<file path="src/verilog/rxwb_cfg.svh">
// Purpose: Constants for the receive descriptor write-back engine
// Assumes: 32-bit system bus, word-aligned descriptor list
// Notes:   Offsets, field positions, counts, masks and fixed values; no logic here
//
// Functional notes
// - Each receive buffer holds 128 bytes; a full buffer moves on to the next.
// - Buffer start from descriptor is a word address; low two bits ignored.
// - First buffer of a frame starts 0..3 bytes in, from config bits 15:14.
// - A descriptor is two words: address plus control, then written-back status.
// - Overflowed buffer status is zero except start-of-frame and offset bits.
// - A used buffer gets bit 0 of its address word written to one.
// - After marking a full buffer, fetch next descriptor and keep storing data.
// - Complete frame status goes only to the last descriptor of the frame.
// - Word 0 bits 31:2 hold buffer address, bit 1 is the list wrap flag.
// - Data goes only to buffers whose ownership bit is zero; software clears it.
// - Status bits 31..28: broadcast, multicast hash, unicast hash, external; 27 reserved.
// - Status bits 26..23: specific address 1..4 match; bit 22 type ID match.
// - Status bit 21 set when frame type field equals 0x8100.
// - Status bit 20 set for VLAN type with null VLAN identifier.
// - Status bits 19:17 tag priority, bit 16 CFI; valid only with bit 21.
// - Status bit 15 marks frame end; else only bits 14:12 are meaningful.
// - Status bit 14 marks frame start; with bit 15 the buffer holds a whole frame.
// - Status bits 13:12 give first-buffer offset from the current configuration.
// - In jumbo mode (config bit 3) bits 13:12 carry length bits 13:12 instead.
// - Status bits 11:0 hold frame length, FCS counted only when it is stored.
// - After a wrap descriptor or the 1024th one, restart at the list start.
// - Config bit 17 drops the FCS from memory and shortens reported length by four.
`ifndef RXWB_CFG_SVH
`define RXWB_CFG_SVH

// Register map, byte addresses
`define RXWB_REG_QBASE   8'h00
`define RXWB_REG_CFG     8'h04
`define RXWB_REG_STAT    8'h08

// Configuration register fields
`define RXWB_CFG_JUMBO   3
`define RXWB_CFG_OFF_LO  14
`define RXWB_CFG_STRIP   17
`define RXWB_CFG_RST     32'h0000_0000
`define RXWB_CFG_MASK    32'h0002_C008

// Status register fields
`define RXWB_ST_BUSY     0
`define RXWB_ST_NOBUF    1
`define RXWB_ST_IDX_LO   16

// Descriptor layout
`define RXWB_DESC_BYTES  8
`define RXWB_STAT_OFS    4
`define RXWB_W0_OWN      0
`define RXWB_W0_WRAP     1
`define RXWB_BUF_BYTES   128
`define RXWB_DESC_MAX    1024

// Frame parsing
`define RXWB_VLAN_TYPE   16'h8100
`define RXWB_TYPE_BYTE   12
`define RXWB_TCI_BYTE    14

`endif

</file>
<file path="src/verilog/rxwb_pkg.sv">
// Purpose: Types shared by the receive descriptor write-back engine
// Assumes: Single system clock
// Notes:   Constants live in rxwb_cfg.svh
package rxwb_pkg;

	// Byte stream from the receive block
	typedef struct packed {
		logic       valid;
		logic [7:0] data;
		logic       sof;
		logic       eof;
		logic       fcs;
	} rx_beat_t;

	// Address checker result, valid with the last byte
	typedef struct packed {
		logic       bcast;
		logic       mhash;
		logic       uhash;
		logic       ext;
		logic [3:0] spec;
		logic       type_id;
	} rx_match_t;

	// Bus master request, held until acknowledged
	typedef struct packed {
		logic        valid;
		logic        we;
		logic [31:0] addr;
		logic [31:0] wdata;
		logic [3:0]  wstrb;
	} mem_req_t;

	typedef struct packed {
		logic        ack;
		logic [31:0] rdata;
	} mem_rsp_t;

	// Engine states
	typedef enum logic [7:0] {
		ST_IDLE  = 8'b0000_0001,
		ST_FETCH = 8'b0000_0010,
		ST_FILL  = 8'b0000_0100,
		ST_WDATA = 8'b0000_1000,
		ST_PREP  = 8'b0001_0000,
		ST_WSTAT = 8'b0010_0000,
		ST_WUSED = 8'b0100_0000,
		ST_DROP  = 8'b1000_0000
	} eng_state_t;

endpackage

</file>
<file path="src/verilog/rxwb_dma.sv">
// Purpose: Receive buffer manager: stores frames and writes back descriptors
// Assumes: Receive stream and memory port run on sys_clk
// Notes:   One memory request outstanding; bytes wait while it is pending
`timescale 1ns/1ps
`include "rxwb_cfg.svh"
module rxwb_dma #(
	parameter int BUF_BYTES = `RXWB_BUF_BYTES,
	parameter int DESC_MAX  = `RXWB_DESC_MAX
) (
	input  wire logic                sys_clk,
	input  wire logic                rst_n,
	input  wire logic [7:0]          s_axi_awaddr,
	input  wire logic                s_axi_awvalid,
	output logic                     s_axi_awready,
	input  wire logic [31:0]         s_axi_wdata,
	input  wire logic [3:0]          s_axi_wstrb,
	input  wire logic                s_axi_wvalid,
	output logic                     s_axi_wready,
	output logic [1:0]               s_axi_bresp,
	output logic                     s_axi_bvalid,
	input  wire logic                s_axi_bready,
	input  wire logic [7:0]          s_axi_araddr,
	input  wire logic                s_axi_arvalid,
	output logic                     s_axi_arready,
	output logic [31:0]              s_axi_rdata,
	output logic [1:0]               s_axi_rresp,
	output logic                     s_axi_rvalid,
	input  wire logic                s_axi_rready,
	input  wire rxwb_pkg::rx_beat_t  rx_beat,
	input  wire rxwb_pkg::rx_match_t rx_match,
	output logic                     rx_ready,
	output rxwb_pkg::mem_req_t       mem_req,
	input  wire rxwb_pkg::mem_rsp_t  mem_rsp
);
	// The byte position counter and word-lane logic assume these shapes
	if (BUF_BYTES < 8 || BUF_BYTES > 128 || (BUF_BYTES % 4) != 0) begin : g_bad_buf
		$error("BUF_BYTES must be a multiple of 4 between 8 and 128");
	end
	if (DESC_MAX < 2 || DESC_MAX > 1024) begin : g_bad_desc
		$error("DESC_MAX must lie between 2 and 1024");
	end

	typedef struct packed {
		rxwb_pkg::eng_state_t st;
		logic                 rdy;
		rxwb_pkg::mem_req_t   req;
		logic [9:0]           qidx;
		logic [31:0]          dw0;
		logic [7:0]           pos;
		logic [3:0]           strb;
		logic [31:0]          wdat;
		logic                 first;
		logic                 sof_buf;
		logic                 done;
		logic [13:0]          len;
		logic [4:0]           fidx;
		logic [15:0]          type_fld;
		logic [15:0]          tci;
		rxwb_pkg::rx_match_t  mt;
		logic                 nobuf_evt;
	} eng_state_s_t;

	eng_state_s_t s_ff;
	eng_state_s_t nxt_s;

	logic [31:0] qbase;
	logic [31:0] cfg;
	logic [31:0] stat_word;
	logic        take;
	logic        keep;
	logic [1:0]  lane;
	logic [7:0]  pos_inc;

	// Register slave
	rxwb_axil_regs u_regs (
		.sys_clk       (sys_clk),
		.rst_n         (rst_n),
		.s_axi_awaddr  (s_axi_awaddr),
		.s_axi_awvalid (s_axi_awvalid),
		.s_axi_awready (s_axi_awready),
		.s_axi_wdata   (s_axi_wdata),
		.s_axi_wstrb   (s_axi_wstrb),
		.s_axi_wvalid  (s_axi_wvalid),
		.s_axi_wready  (s_axi_wready),
		.s_axi_bresp   (s_axi_bresp),
		.s_axi_bvalid  (s_axi_bvalid),
		.s_axi_bready  (s_axi_bready),
		.s_axi_araddr  (s_axi_araddr),
		.s_axi_arvalid (s_axi_arvalid),
		.s_axi_arready (s_axi_arready),
		.s_axi_rdata   (s_axi_rdata),
		.s_axi_rresp   (s_axi_rresp),
		.s_axi_rvalid  (s_axi_rvalid),
		.s_axi_rready  (s_axi_rready),
		.qbase         (qbase),
		.cfg           (cfg),
		.qidx          (s_ff.qidx),
		.busy          (s_ff.st != rxwb_pkg::ST_IDLE),
		.nobuf_evt     (s_ff.nobuf_evt)
	);

	// Status word from registered frame state
	rxwb_stat_fmt u_fmt (
		.mt       (s_ff.mt),
		.type_fld (s_ff.type_fld),
		.tci      (s_ff.tci),
		.tci_seen (s_ff.fidx >= 5'(`RXWB_TCI_BYTE + 2)),
		.sof_buf  (s_ff.sof_buf),
		.eof_buf  (s_ff.done),
		.offset   (cfg[`RXWB_CFG_OFF_LO +: 2]),
		.jumbo    (cfg[`RXWB_CFG_JUMBO]),
		.len      (s_ff.len),
		.word     (stat_word)
	);

	// Descriptor word address inside the list
	function automatic logic [31:0] desc_addr(input logic [31:0] base, input logic [9:0] idx);
		return base + {19'h0_0000, idx, 3'b000};
	endfunction

	// Word request builders; every access is one aligned bus word, writes carry byte strobes
	function automatic rxwb_pkg::mem_req_t rd_req(input logic [31:0] a);
		return '{valid: 1'b1, we: 1'b0, addr: a, wdata: 32'h0000_0000, wstrb: 4'h0};
	endfunction

	function automatic rxwb_pkg::mem_req_t wr_req(input logic [31:0] a, input logic [31:0] d, input logic [3:0] be);
		return '{valid: 1'b1, we: 1'b1, addr: a, wdata: d, wstrb: be};
	endfunction

	assign take    = s_ff.rdy && rx_beat.valid;
	// Stripped FCS bytes are consumed but never stored or counted
	assign keep    = !(rx_beat.fcs && cfg[`RXWB_CFG_STRIP]);
	assign lane    = s_ff.pos[1:0];
	assign pos_inc = s_ff.pos + 8'h01;

	// Engine next-state
	always_comb begin
		nxt_s = s_ff;
		nxt_s.nobuf_evt = 1'b0;
		unique case (s_ff.st)
			rxwb_pkg::ST_IDLE: begin
				// Waits without consuming so the first byte lands in the buffer
				if (rx_beat.valid) begin
					if (rx_beat.sof) begin
						nxt_s.first = 1'b1;
						nxt_s.done = 1'b0;
						nxt_s.len = 14'h0000;
						nxt_s.fidx = 5'h00;
						nxt_s.type_fld = 16'h0000;
						nxt_s.tci = 16'h0000;
						nxt_s.mt = '0;
						nxt_s.req = rd_req(desc_addr(qbase, s_ff.qidx));
						nxt_s.st = rxwb_pkg::ST_FETCH;
					end else begin
						nxt_s.st = rxwb_pkg::ST_DROP;
					end
				end
			end
			rxwb_pkg::ST_FETCH: begin
				if (mem_rsp.ack) begin
					nxt_s.req.valid = 1'b0;
					nxt_s.dw0 = mem_rsp.rdata;
					if (mem_rsp.rdata[`RXWB_W0_OWN]) begin
						// Buffer still owned by software: frame is lost
						nxt_s.nobuf_evt = 1'b1;
						nxt_s.st = rxwb_pkg::ST_DROP;
					end else begin
						// Offset only in the first buffer of a frame
						nxt_s.pos = s_ff.first ? {6'h00, cfg[`RXWB_CFG_OFF_LO +: 2]} : 8'h00;
						nxt_s.sof_buf = s_ff.first;
						nxt_s.first = 1'b0;
						nxt_s.strb = 4'h0;
						nxt_s.wdat = 32'h0000_0000;
						nxt_s.st = rxwb_pkg::ST_FILL;
					end
				end
			end
			rxwb_pkg::ST_FILL: begin
				if (take) begin
					// Header bytes for tag decode
					if (s_ff.fidx != 5'h1F) begin
						nxt_s.fidx = s_ff.fidx + 5'h01;
					end
					if (s_ff.fidx == 5'(`RXWB_TYPE_BYTE)) begin
						nxt_s.type_fld[15:8] = rx_beat.data;
					end
					if (s_ff.fidx == 5'(`RXWB_TYPE_BYTE + 1)) begin
						nxt_s.type_fld[7:0] = rx_beat.data;
					end
					if (s_ff.fidx == 5'(`RXWB_TCI_BYTE)) begin
						nxt_s.tci[15:8] = rx_beat.data;
					end
					if (s_ff.fidx == 5'(`RXWB_TCI_BYTE + 1)) begin
						nxt_s.tci[7:0] = rx_beat.data;
					end
					if (keep) begin
						nxt_s.wdat[{lane, 3'b000} +: 8] = rx_beat.data;
						nxt_s.strb[lane] = 1'b1;
						nxt_s.pos = pos_inc;
						nxt_s.len = s_ff.len + 14'h0001;
					end
					if (rx_beat.eof) begin
						nxt_s.done = 1'b1;
						nxt_s.mt = rx_match;
					end
					// Flush on a full word, a full buffer, or frame end
					if ((keep && (lane == 2'b11 || pos_inc == 8'(BUF_BYTES))) ||
					    (rx_beat.eof && nxt_s.strb != 4'h0)) begin
						nxt_s.req = wr_req({s_ff.dw0[31:2], 2'b00} + {24'h00_0000, s_ff.pos[7:2], 2'b00},
						                   nxt_s.wdat, nxt_s.strb);
						nxt_s.st = rxwb_pkg::ST_WDATA;
					end else if (rx_beat.eof) begin
						nxt_s.st = rxwb_pkg::ST_PREP;
					end
				end
			end
			rxwb_pkg::ST_WDATA: begin
				if (mem_rsp.ack) begin
					nxt_s.req.valid = 1'b0;
					nxt_s.strb = 4'h0;
					nxt_s.wdat = 32'h0000_0000;
					if (s_ff.done || s_ff.pos == 8'(BUF_BYTES)) begin
						nxt_s.st = rxwb_pkg::ST_PREP;
					end else begin
						nxt_s.st = rxwb_pkg::ST_FILL;
					end
				end
			end
			rxwb_pkg::ST_PREP: begin
				// Full status only once the frame has ended
				nxt_s.req = wr_req(desc_addr(qbase, s_ff.qidx) + 32'(`RXWB_STAT_OFS), stat_word, 4'hF);
				nxt_s.st = rxwb_pkg::ST_WSTAT;
			end
			rxwb_pkg::ST_WSTAT: begin
				if (mem_rsp.ack) begin
					// Status goes out before ownership so software never sees stale status
					nxt_s.req = wr_req(desc_addr(qbase, s_ff.qidx), s_ff.dw0 | 32'h0000_0001, 4'hF);
					nxt_s.st = rxwb_pkg::ST_WUSED;
				end
			end
			rxwb_pkg::ST_WUSED: begin
				if (mem_rsp.ack) begin
					nxt_s.req.valid = 1'b0;
					// Wrap flag or last permitted entry returns to the list start
					if (s_ff.dw0[`RXWB_W0_WRAP] || s_ff.qidx == 10'(DESC_MAX - 1)) begin
						nxt_s.qidx = 10'h000;
					end else begin
						nxt_s.qidx = s_ff.qidx + 10'h001;
					end
					if (s_ff.done) begin
						nxt_s.st = rxwb_pkg::ST_IDLE;
					end else begin
						nxt_s.req = rd_req(desc_addr(qbase, nxt_s.qidx));
						nxt_s.st = rxwb_pkg::ST_FETCH;
					end
				end
			end
			rxwb_pkg::ST_DROP: begin
				// Discard the rest of the frame
				if (take && rx_beat.eof) begin
					nxt_s.st = rxwb_pkg::ST_IDLE;
				end
			end
			default: begin
				nxt_s.st = rxwb_pkg::ST_IDLE;
				nxt_s.req = '0;
			end
		endcase
		nxt_s.rdy = (nxt_s.st == rxwb_pkg::ST_FILL) || (nxt_s.st == rxwb_pkg::ST_DROP);
	end

	always_ff @(posedge sys_clk or negedge rst_n) begin
		if (!rst_n) begin
			s_ff <= '{st: rxwb_pkg::ST_IDLE, default: '0};
		end else begin
			s_ff <= nxt_s;
		end
	end

	assign rx_ready = s_ff.rdy;
	assign mem_req  = s_ff.req;

endmodule

</file>
<file path="src/verilog/rxwb_stat_fmt.sv">
// Purpose: Builds the descriptor status word
// Assumes: Inputs are stable registered engine state
// Notes:   Purely combinational
`timescale 1ns/1ps
`include "rxwb_cfg.svh"
module rxwb_stat_fmt (
	input  wire rxwb_pkg::rx_match_t mt,
	input  wire logic [15:0]         type_fld,
	input  wire logic [15:0]         tci,
	input  wire logic                tci_seen,
	input  wire logic                sof_buf,
	input  wire logic                eof_buf,
	input  wire logic [1:0]          offset,
	input  wire logic                jumbo,
	input  wire logic [13:0]         len,
	output logic      [31:0]         word
);
	logic vlan;
	logic prio_only;

	// Tag decode from captured header bytes
	assign vlan      = tci_seen && (type_fld == `RXWB_VLAN_TYPE);
	assign prio_only = vlan && (tci[11:0] == 12'h000);

	// Middle and overflow buffers carry only start and offset
	always_comb begin
		word = 32'h0000_0000;
		word[14] = sof_buf;
		word[13:12] = sof_buf ? offset : 2'b00;
		if (eof_buf) begin
			word[31] = mt.bcast;
			word[30] = mt.mhash;
			word[29] = mt.uhash;
			word[28] = mt.ext;
			word[26:23] = {mt.spec[0], mt.spec[1], mt.spec[2], mt.spec[3]};
			word[22] = mt.type_id;
			word[21] = vlan;
			word[20] = prio_only;
			word[19:17] = vlan ? tci[15:13] : 3'b000;
			word[16] = vlan ? tci[12] : 1'b0;
			word[15] = 1'b1;
			word[11:0] = len[11:0];
			if (jumbo) begin
				word[13:12] = len[13:12];
			end
		end
	end

endmodule

</file>
<file path="src/verilog/rxwb_axil_regs.sv">
// Purpose: AXI4-Lite register slave for the write-back engine
// Assumes: One write and one read outstanding at most
// Notes:   Unmapped addresses answer DECERR, read data zero
`timescale 1ns/1ps
`include "rxwb_cfg.svh"
module rxwb_axil_regs (
	input  wire logic        sys_clk,
	input  wire logic        rst_n,
	input  wire logic [7:0]  s_axi_awaddr,
	input  wire logic        s_axi_awvalid,
	output logic             s_axi_awready,
	input  wire logic [31:0] s_axi_wdata,
	input  wire logic [3:0]  s_axi_wstrb,
	input  wire logic        s_axi_wvalid,
	output logic             s_axi_wready,
	output logic [1:0]       s_axi_bresp,
	output logic             s_axi_bvalid,
	input  wire logic        s_axi_bready,
	input  wire logic [7:0]  s_axi_araddr,
	input  wire logic        s_axi_arvalid,
	output logic             s_axi_arready,
	output logic [31:0]      s_axi_rdata,
	output logic [1:0]       s_axi_rresp,
	output logic             s_axi_rvalid,
	input  wire logic        s_axi_rready,
	output logic [31:0]      qbase,
	output logic [31:0]      cfg,
	input  wire logic [9:0]  qidx,
	input  wire logic        busy,
	input  wire logic        nobuf_evt
);
	typedef struct packed {
		logic        awrdy;
		logic        wrdy;
		logic        aw_hold;
		logic        w_hold;
		logic [7:0]  awaddr;
		logic [31:0] wdata;
		logic [3:0]  wstrb;
		logic        bvalid;
		logic [1:0]  bresp;
		logic        arrdy;
		logic        rvalid;
		logic [31:0] rdata;
		logic [1:0]  rresp;
		logic [31:0] qbase;
		logic [31:0] cfg;
		logic        nobuf;
	} regs_state_t;

	regs_state_t s_ff;
	regs_state_t nxt_s;

	// Byte-lane merge used by both writable registers
	function automatic logic [31:0] merge(input logic [31:0] old, input logic [31:0] din, input logic [3:0] be);
		logic [31:0] r;
		r = old;
		for (int i = 0; i < 4; i++) begin
			if (be[i]) begin
				r[i*8 +: 8] = din[i*8 +: 8];
			end
		end
		return r;
	endfunction

	always_comb begin
		nxt_s = s_ff;
		// Address and data may come in either order
		if (s_axi_awvalid && s_ff.awrdy) begin
			nxt_s.aw_hold = 1'b1;
			nxt_s.awaddr = s_axi_awaddr;
		end
		if (s_axi_wvalid && s_ff.wrdy) begin
			nxt_s.w_hold = 1'b1;
			nxt_s.wdata = s_axi_wdata;
			nxt_s.wstrb = s_axi_wstrb;
		end
		if (s_ff.bvalid && s_axi_bready) begin
			nxt_s.bvalid = 1'b0;
		end
		// Commit once both halves are held
		if (s_ff.aw_hold && s_ff.w_hold && !s_ff.bvalid) begin
			nxt_s.aw_hold = 1'b0;
			nxt_s.w_hold = 1'b0;
			nxt_s.bvalid = 1'b1;
			nxt_s.bresp = 2'b00;
			unique case (s_ff.awaddr)
				`RXWB_REG_QBASE: nxt_s.qbase = merge(s_ff.qbase, s_ff.wdata, s_ff.wstrb) & 32'hFFFF_FFFC;
				`RXWB_REG_CFG:   nxt_s.cfg = merge(s_ff.cfg, s_ff.wdata, s_ff.wstrb) & `RXWB_CFG_MASK;
				`RXWB_REG_STAT: begin
					if (s_ff.wstrb[0] && s_ff.wdata[`RXWB_ST_NOBUF]) begin
						nxt_s.nobuf = 1'b0;
					end
				end
				default: nxt_s.bresp = 2'b11;
			endcase
		end
		// Set wins over a software clear in the same cycle
		if (nobuf_evt) begin
			nxt_s.nobuf = 1'b1;
		end
		if (s_ff.rvalid && s_axi_rready) begin
			nxt_s.rvalid = 1'b0;
		end
		if (s_axi_arvalid && s_ff.arrdy) begin
			nxt_s.rvalid = 1'b1;
			nxt_s.rresp = 2'b00;
			nxt_s.rdata = 32'h0000_0000;
			unique case (s_axi_araddr)
				`RXWB_REG_QBASE: nxt_s.rdata = s_ff.qbase;
				`RXWB_REG_CFG:   nxt_s.rdata = s_ff.cfg;
				`RXWB_REG_STAT: begin
					nxt_s.rdata[`RXWB_ST_BUSY] = busy;
					nxt_s.rdata[`RXWB_ST_NOBUF] = s_ff.nobuf;
					nxt_s.rdata[`RXWB_ST_IDX_LO +: 10] = qidx;
				end
				default: nxt_s.rresp = 2'b11;
			endcase
		end
		nxt_s.awrdy = !nxt_s.aw_hold && !nxt_s.bvalid;
		nxt_s.wrdy = !nxt_s.w_hold && !nxt_s.bvalid;
		nxt_s.arrdy = !nxt_s.rvalid;
	end

	always_ff @(posedge sys_clk or negedge rst_n) begin
		if (!rst_n) begin
			s_ff <= '{awrdy: 1'b1, wrdy: 1'b1, arrdy: 1'b1, cfg: `RXWB_CFG_RST, default: '0};
		end else begin
			s_ff <= nxt_s;
		end
	end

	assign s_axi_awready = s_ff.awrdy;
	assign s_axi_wready  = s_ff.wrdy;
	assign s_axi_bvalid  = s_ff.bvalid;
	assign s_axi_bresp   = s_ff.bresp;
	assign s_axi_arready = s_ff.arrdy;
	assign s_axi_rvalid  = s_ff.rvalid;
	assign s_axi_rdata   = s_ff.rdata;
	assign s_axi_rresp   = s_ff.rresp;
	assign qbase         = s_ff.qbase;
	assign cfg           = s_ff.cfg;

endmodule

</file>
<file path="config.mk">
export PLATFORM = sky130hd
export DESIGN_NAME = rxwb_dma
export DESIGN_NICKNAME = d
export VERILOG_FILES = /design/src/verilog/rxwb_pkg.sv /design/src/verilog/rxwb_dma.sv /design/src/verilog/rxwb_stat_fmt.sv /design/src/verilog/rxwb_axil_regs.sv
export VERILOG_INCLUDE_DIRS = /design/src /design/src/verilog
export SDC_FILE = /design/constraint.sdc
export NUM_CORES = 1
export LEC_CHECK = 0
export BUFFER_PORTS_ARGS = -buffer_cell sky130_fd_sc_hd__buf_4
export CORE_ASPECT_RATIO = 0.75
export CORE_MARGIN = 1.5
export CORE_UTILIZATION = 54
export CTS_CLUSTER_SIZE = 24
export DETAILED_ROUTE_END_ITERATION = 10
export PLACE_DENSITY_LB_ADDON = 0.2
export SLEW_MARGIN = 25
export SYNTH_ARGS = -nofsm -noshare
export SYNTH_HDL_FRONTEND = slang
export SYNTH_SLANG_ARGS = --single-unit
</file>
<file path="constraint.sdc">
create_clock -name sys_clk -period 4 [get_ports sys_clk]
set_clock_uncertainty 0.15 [all_clocks]
set_input_delay 0.6 -clock sys_clk [delete_from_list [all_inputs] [get_ports sys_clk]]
set_output_delay 0.6 -clock sys_clk [all_outputs]
set_load 0.02 [all_outputs]
</file>
# ---- Word level (Yosys, flattened, before mapping)
# Index checks and enable logic that the tools add are counted.
# Widths: inputs -> output; s select.
dict set report totals {
  ff_bits 351
  latchBits 0
  ram_bits 0
  mem_bits_ro 0
  inputBits 113
  out_inout_bits 112
  n_memories 0
}
dict set report classes {
  n_addsub 9
  multipliers 0
  n_div 0
  magnitude_cmp 3
  eq_ne 43
  n_shift 2
  mux 82
  n_bitwise 4
  n_reduce_logical 67
}
# operator count
set op_table {}
lappend op_table {{$mux 70} 6}
lappend op_table {{$pmux 69 s6} 1}
lappend op_table {{$mux 61} 3}
lappend op_table {{$mux 44} 4}
lappend op_table {{$pmux 61 s2} 1}
lappend op_table {{$mux 8} 15}
lappend op_table {{$pmux 36 s3} 1}
lappend op_table {{$mux 46} 2}
lappend op_table {{$mux 80} 1}
lappend op_table {{$add 32x13->32} 2}
lappend op_table {{$pmux 8 s8} 1}
lappend op_table {{$reduce_and 5->1} 10}
lappend op_table {{$mux 36} 1}
lappend op_table {{$mux 35} 1}
lappend op_table {{$ne 2x2->1 const B} 17}
lappend op_table {{$add 32x3->32 const B} 1}
lappend op_table {{$add 32x8->32} 1}
lappend op_table {{$bwmux 32} 1}
lappend op_table {{$eq 8x3->1 const B} 4}
lappend op_table {{$eq 8x8->1 const B} 4}
lappend op_table {{$shift 8x7->32 const A} 1}
lappend op_table {{$shiftx 8x7->32} 1}
lappend op_table {{$mux 10} 3}
lappend op_table {{$pmux 10 s3} 1}
lappend op_table {{50 further kinds} 127}

# ---- Depth between registers and ports, before layout
dict set report depth {
  ltp_word 16
  depth_mapped 16
}

# ---- By module
# A second synthesis with hierarchy kept.
dict set report unflattened {
  cells_unflattened 2058
  area_unflattened_um2 20318.2
}
# mod n_inst cells_per_inst area_each_um2 seq_area_each_um2
set by_module_without_submodules {}
lappend by_module_without_submodules {rxwb_dma 1 1588 14522.7 5706.7}
lappend by_module_without_submodules {rxwb_axil_regs 1 420 5474.0 2981.6}
lappend by_module_without_submodules {rxwb_stat_fmt 1 50 321.6 0.0}

# ---- Worst setup path after synthesis
# OpenSTA, ideal clock, no wires.
dict set report synth_path {
  kind {register -> register}
  from {reg s_ff[141] in the netlist's numbering}
  to {reg s_ff (netlist bit mem_req[67])}
  arrival_time_ns 3.678
  required_ns 3.721
  path_slack_ns 0.044
  stages_incl_launch_ff 13
  path_buffers 1
  synth_period_minus_slack_ns 3.956
  path_cell_list {dfrtp_1 clkbuf_1 inv_1 fa_1 nand2b_1 a211o_1 a2111oi_1 o21a_1 o22ai_1 or4_1 or4_4 a221oi_2 o21ai_1}
}
dict set report synth_via {
  elab_chain_len 9
  word_cells_on_any_way 15
}
# element line
set synth_lines {}
lappend synth_lines {{start, declared} rxwb_dma.sv:63} ;# eng_state_s_t s_ff;
lappend synth_lines {{start signal, assigned} rxwb_dma.sv:276} ;# s_ff <= nxt_s;
lappend synth_lines {{parallel branches: the longest is 8 deep, another holds $add 32x13->32} n/a}
lappend synth_lines {{$pmux 69 s6 *} rxwb_dma.sv:140} ;# unique case (s_ff.st)
# Every way passes the cells marked *. The select of a mux whose other input is x is not followed.
# A chain may end at the register's enable or synchronous reset.

# ---- Worst setup path after layout
dict set report layout_path {
  from {reg s_ff[140] in the netlist's numbering}
  to {reg s_ff (netlist bit mem_req[67])}
}
# The elaborated chain is that of the path after synthesis.

==> run metrics <==
TritonCTS Sinks=345; Post-synth EDFFs=0; Ant. Diodes=0; HP Class=primary input to async pin; crit path to=mem_req[67]$_DFFE_PN0P_; DIE WIDTH=roughly 220 um; compound-gate portion of the synthesized area=about 16%; sequential fraction of the synthesis area=44.5%; Leak=a little over 0.01 uW; async set-or-reset flop fraction in the synthesized netlist=100%; Post-DP Area=21500 sq um; CTS max path bufs=3; Syn. warnings=0; Most common cell on crit path=or4_4; via count=16500; worst path cell trace=ha_2 > inv_1 > fa_2 > nand2b_4 > a211o_4 > a21o_4 > a211oi_4 > o22ai_2 > or4_4 > or4_4 > a221oi_2 > o21ai_1; fin crit share=96.3%; Max-slew headroom=34.2%; Clk pin slew, worst setup/hold paths=approximately 60 ps; crit-path leading delay family=compound AO/OA/AOI/OAI gates; setup ws final=149 ps; Most used DFF post-synth=dfrtp_1; clk_lat worst skew=550 ps; synthesized area per cell=9.67 sq um; critical path buffer and inverter count=1; critical path's slowest cell=or4_4; Least-Margin Pin Slew=around 1000 ps; Setup crit start=s_ff[140]$_DFFE_PN0P_; CTS tree=built; root buffer cell=clkbuf_16; Die H=167 um; full die area=37100 sq um; # rows=59; # IOs=225; GP Congestion=0.971; max incr delay on CP=560 ps; vias per cell=6.17; Worst VDD drop=452 uV; drt total wl=58300 um; crit end category=flop; antenna violations before repair=1; Post-Synth Adder-Cell Area=around 3%; WP data required=4270 ps; status=finished with violations; number of H-tree levels=2; Critical Path Fanout Max=5; setup TNS=0 ps; crit start category=flop; dpl ws=-221 ps; Setup Viol. Count Final=0; drt pass-1 iters=6; crit path kind=flop to flop; multiplexer share of the synthesized area=9.29%; failing checks=hold timing; gr usage total=around a third; largest net degree at the start of global routing=112; # DRC=0; post-synthesis simple-gate area fraction=15.5%; Synth cell types=89; Worst Path Arrival=~4100 ps; Initial Util=55.4%; Area growth, synth to finish=17.7%; Synth Cell Area=19400 sq um; Reg2Reg Depth=12; cts bufs inserted=36; power density over the cells=529 nW/um^2; Post-Layout Cell Count=2671; Final Net Count=2348; reg2reg end=mem_req[67]$_DFFE_PN0P_; global-route wire length before repair=91100 um; core area=35100 sq um; Final Hold Viols=5; Yosys reg bits=345; antenna-violating nets left=0; total gr overflow=0; Final Instance Area=roughly 23000 sq um; vias in the first global route=15700; Tmin final=3850 ps; Final HPWL DP=43500 um; wire per inst=21.8 um; DRT iter0 DRCs=between 1500 and 2000; critical path depth=12; r2r setup slk=150 ps; port bufs=221; Max Fclk=0.260 GHz; Max-cap violations=0; FF-to-FF Start=s_ff[140]$_DFFE_PN0P_; Post-Synthesis Cells=between 2000 and 2500; Placed Cells=2606; max-slew violation count=0; Hold Slack=-6.97 ps; main combinational cell family by area after synthesis=compound AO/OA/AOI/OAI gates; Post-Synth XOR/XNOR Area=4.73%; share of cells above drive strength 1=28.0%
[layout make-up]
cell class / count / area [sq um]
Clock inverter: 12 / 148
Multi-Input combinational cell: 1424 / 9630
Fill cell: 2814 / 12200
Inverter: 32 / 120
Sequential cell: 345 / 8640
Clock buffer: 51 / 1050
Tap cell: 457 / 572
Timing Repair Buffer: 350 / 2710
[placed cells by master (no fill, tap or decap), types with 5 or more instances in the layout]
cell,n
o31ai_1,12
a22oi_1,48
nor4_1,19
xnor2_1,53
nand4b_1,7
nor4b_1,5
nor3_1,27
a221oi_1,30
a21oi_1,109
dfrtp_1,341
clkbuf_16,36
clkbuf_1,6
buf_12,6
and4_1,10
nand4_1,28
nor3b_1,5
o221ai_1,15
mux2_2,154
xor2_1,51
o211ai_1,6
nand2_1,223
a31oi_1,16
a211oi_1,9
buf_4,343
or3_1,8
ha_1,40
nand3b_1,7
a21o_1,13
nor2_1,176
and3_1,21
inv_1,32
and2_1,11
o21ai_0,134
nand3_1,46
or2_2,6
clkbuf_8,9
nor2b_1,5
o22ai_1,10
mux2i_1,7
[registers in the layout, summed over array words and instances (netlist names)]
register	flops
s_ff	155
mem_req	68
u_regs.s_ff	46
u_regs.s_axi_rdata	32
u_regs.qbase	30
u_regs.cfg	4
lane	2
rx_ready	1
u_regs.s_axi_arready	1
u_regs.s_axi_awready	1
u_regs.s_axi_bresp	1
u_regs.s_axi_bvalid	1
u_regs.s_axi_rresp	1
u_regs.s_axi_rvalid	1
u_regs.s_axi_wready	1
[through the flow]
| step | total power (uW) | utilization (%) | hold WS (ps) |
|---|---|---|---|
| 2_1_floorplan | 7350 | - | 154 |
| 3_3_place_gp | 8560 | 61.2 | 233 |
| 3_5_place_dp | 8670 | 61.2 | 234 |
| 4_1_cts | 12100 | 64.6 | 23.1 |
| 5_1_grt | 12700 | 65.2 | 52.9 |
| 6_report | 12100 | 65.2 | -6.97 |
[worst min-delay path by stage]
stage	start	endpoint	slack (ps)
2_1_floorplan	rst_n	lane[0]$_DFFE_PN0P_	150
3_3_place_gp	u_regs.s_ff[148]$_DFF_PN0_	u_regs.s_axi_wready$_DFF_PN1_	230
3_5_place_dp	u_regs.s_ff[148]$_DFF_PN0_	u_regs.s_axi_wready$_DFF_PN1_	230
4_1_cts	rst_n	u_regs.s_ff[146]$_DFFE_PN0P_	20
5_1_grt	rst_n	u_regs.s_ff[146]$_DFFE_PN0P_	50
6_report	rst_n	u_regs.s_ff[146]$_DFFE_PN0P_	-7
[worst register-to-register path, stage by stage, from the launching register on]
cell      delay [ps]
dfrtp_1          360
ha_2             200
inv_1             60
fa_2             340
nand2b_4         160
a211o_4          390
a21o_4           280
a211oi_4         280
o22ai_2          130
or4_4            530
or4_4            560
a221oi_2         220
o21ai_1           90
[layer usage]
layer,GRT usage (%),vias to the layer above,part of all wire (%)
li1,-,7472,-
met1,48.1,8167,46
met2,45.6,762,43
met3,5.74,70,9.4
met4,8.04,0,2.2
met5,0,-,0
[where the power goes]
part | total [uW] | internal, uW | switching (uW)
clock network | 3410 | 1970 | 1440
logic | 3750 | 1550 | 2210
registers | 4930 | 4220 | 709
total | 12100 | 7740 | 4360
[what timing repair did]
item / 4_1_cts / 5_1_grt
endpoints found under the setup margin: 5 / 17
gates resized for setup: 2 / 40
pin swaps: 0 / 12
buffers inserted: 0 / 2
hold buffers: 0 / 0
[logic make-up after synthesis]
| kind of cell | Yosys count |
|---|---|
| simple gates | 636 |
| compound gates | 474 |
| flops | 345 |
| buf+inv | 240 |
| mux | 161 |
| xor+xnor | 105 |
| fa+ha+maj | 46 |
| other cells | 1 |
[cells in the mapped netlist (31+ instances only)]
cell type	n	share of area, %
nor2_1	176	3.4
xnor2_1	54	2.4
nand3_1	47	1.2
clkbuf_1	78	1.5
mux2_2	154	8.9
o21ai_0	137	3.5
xor2_1	51	2.3
a22oi_1	48	1.9
a221oi_1	31	1.4
inv_1	32	0.62
a21oi_1	112	2.9
dfrtp_1	341	44
ha_1	43	2.8
buf_4	111	4.3
nand2_1	223	4.3
Note: power is estimated with default switching activity, not from simulation.
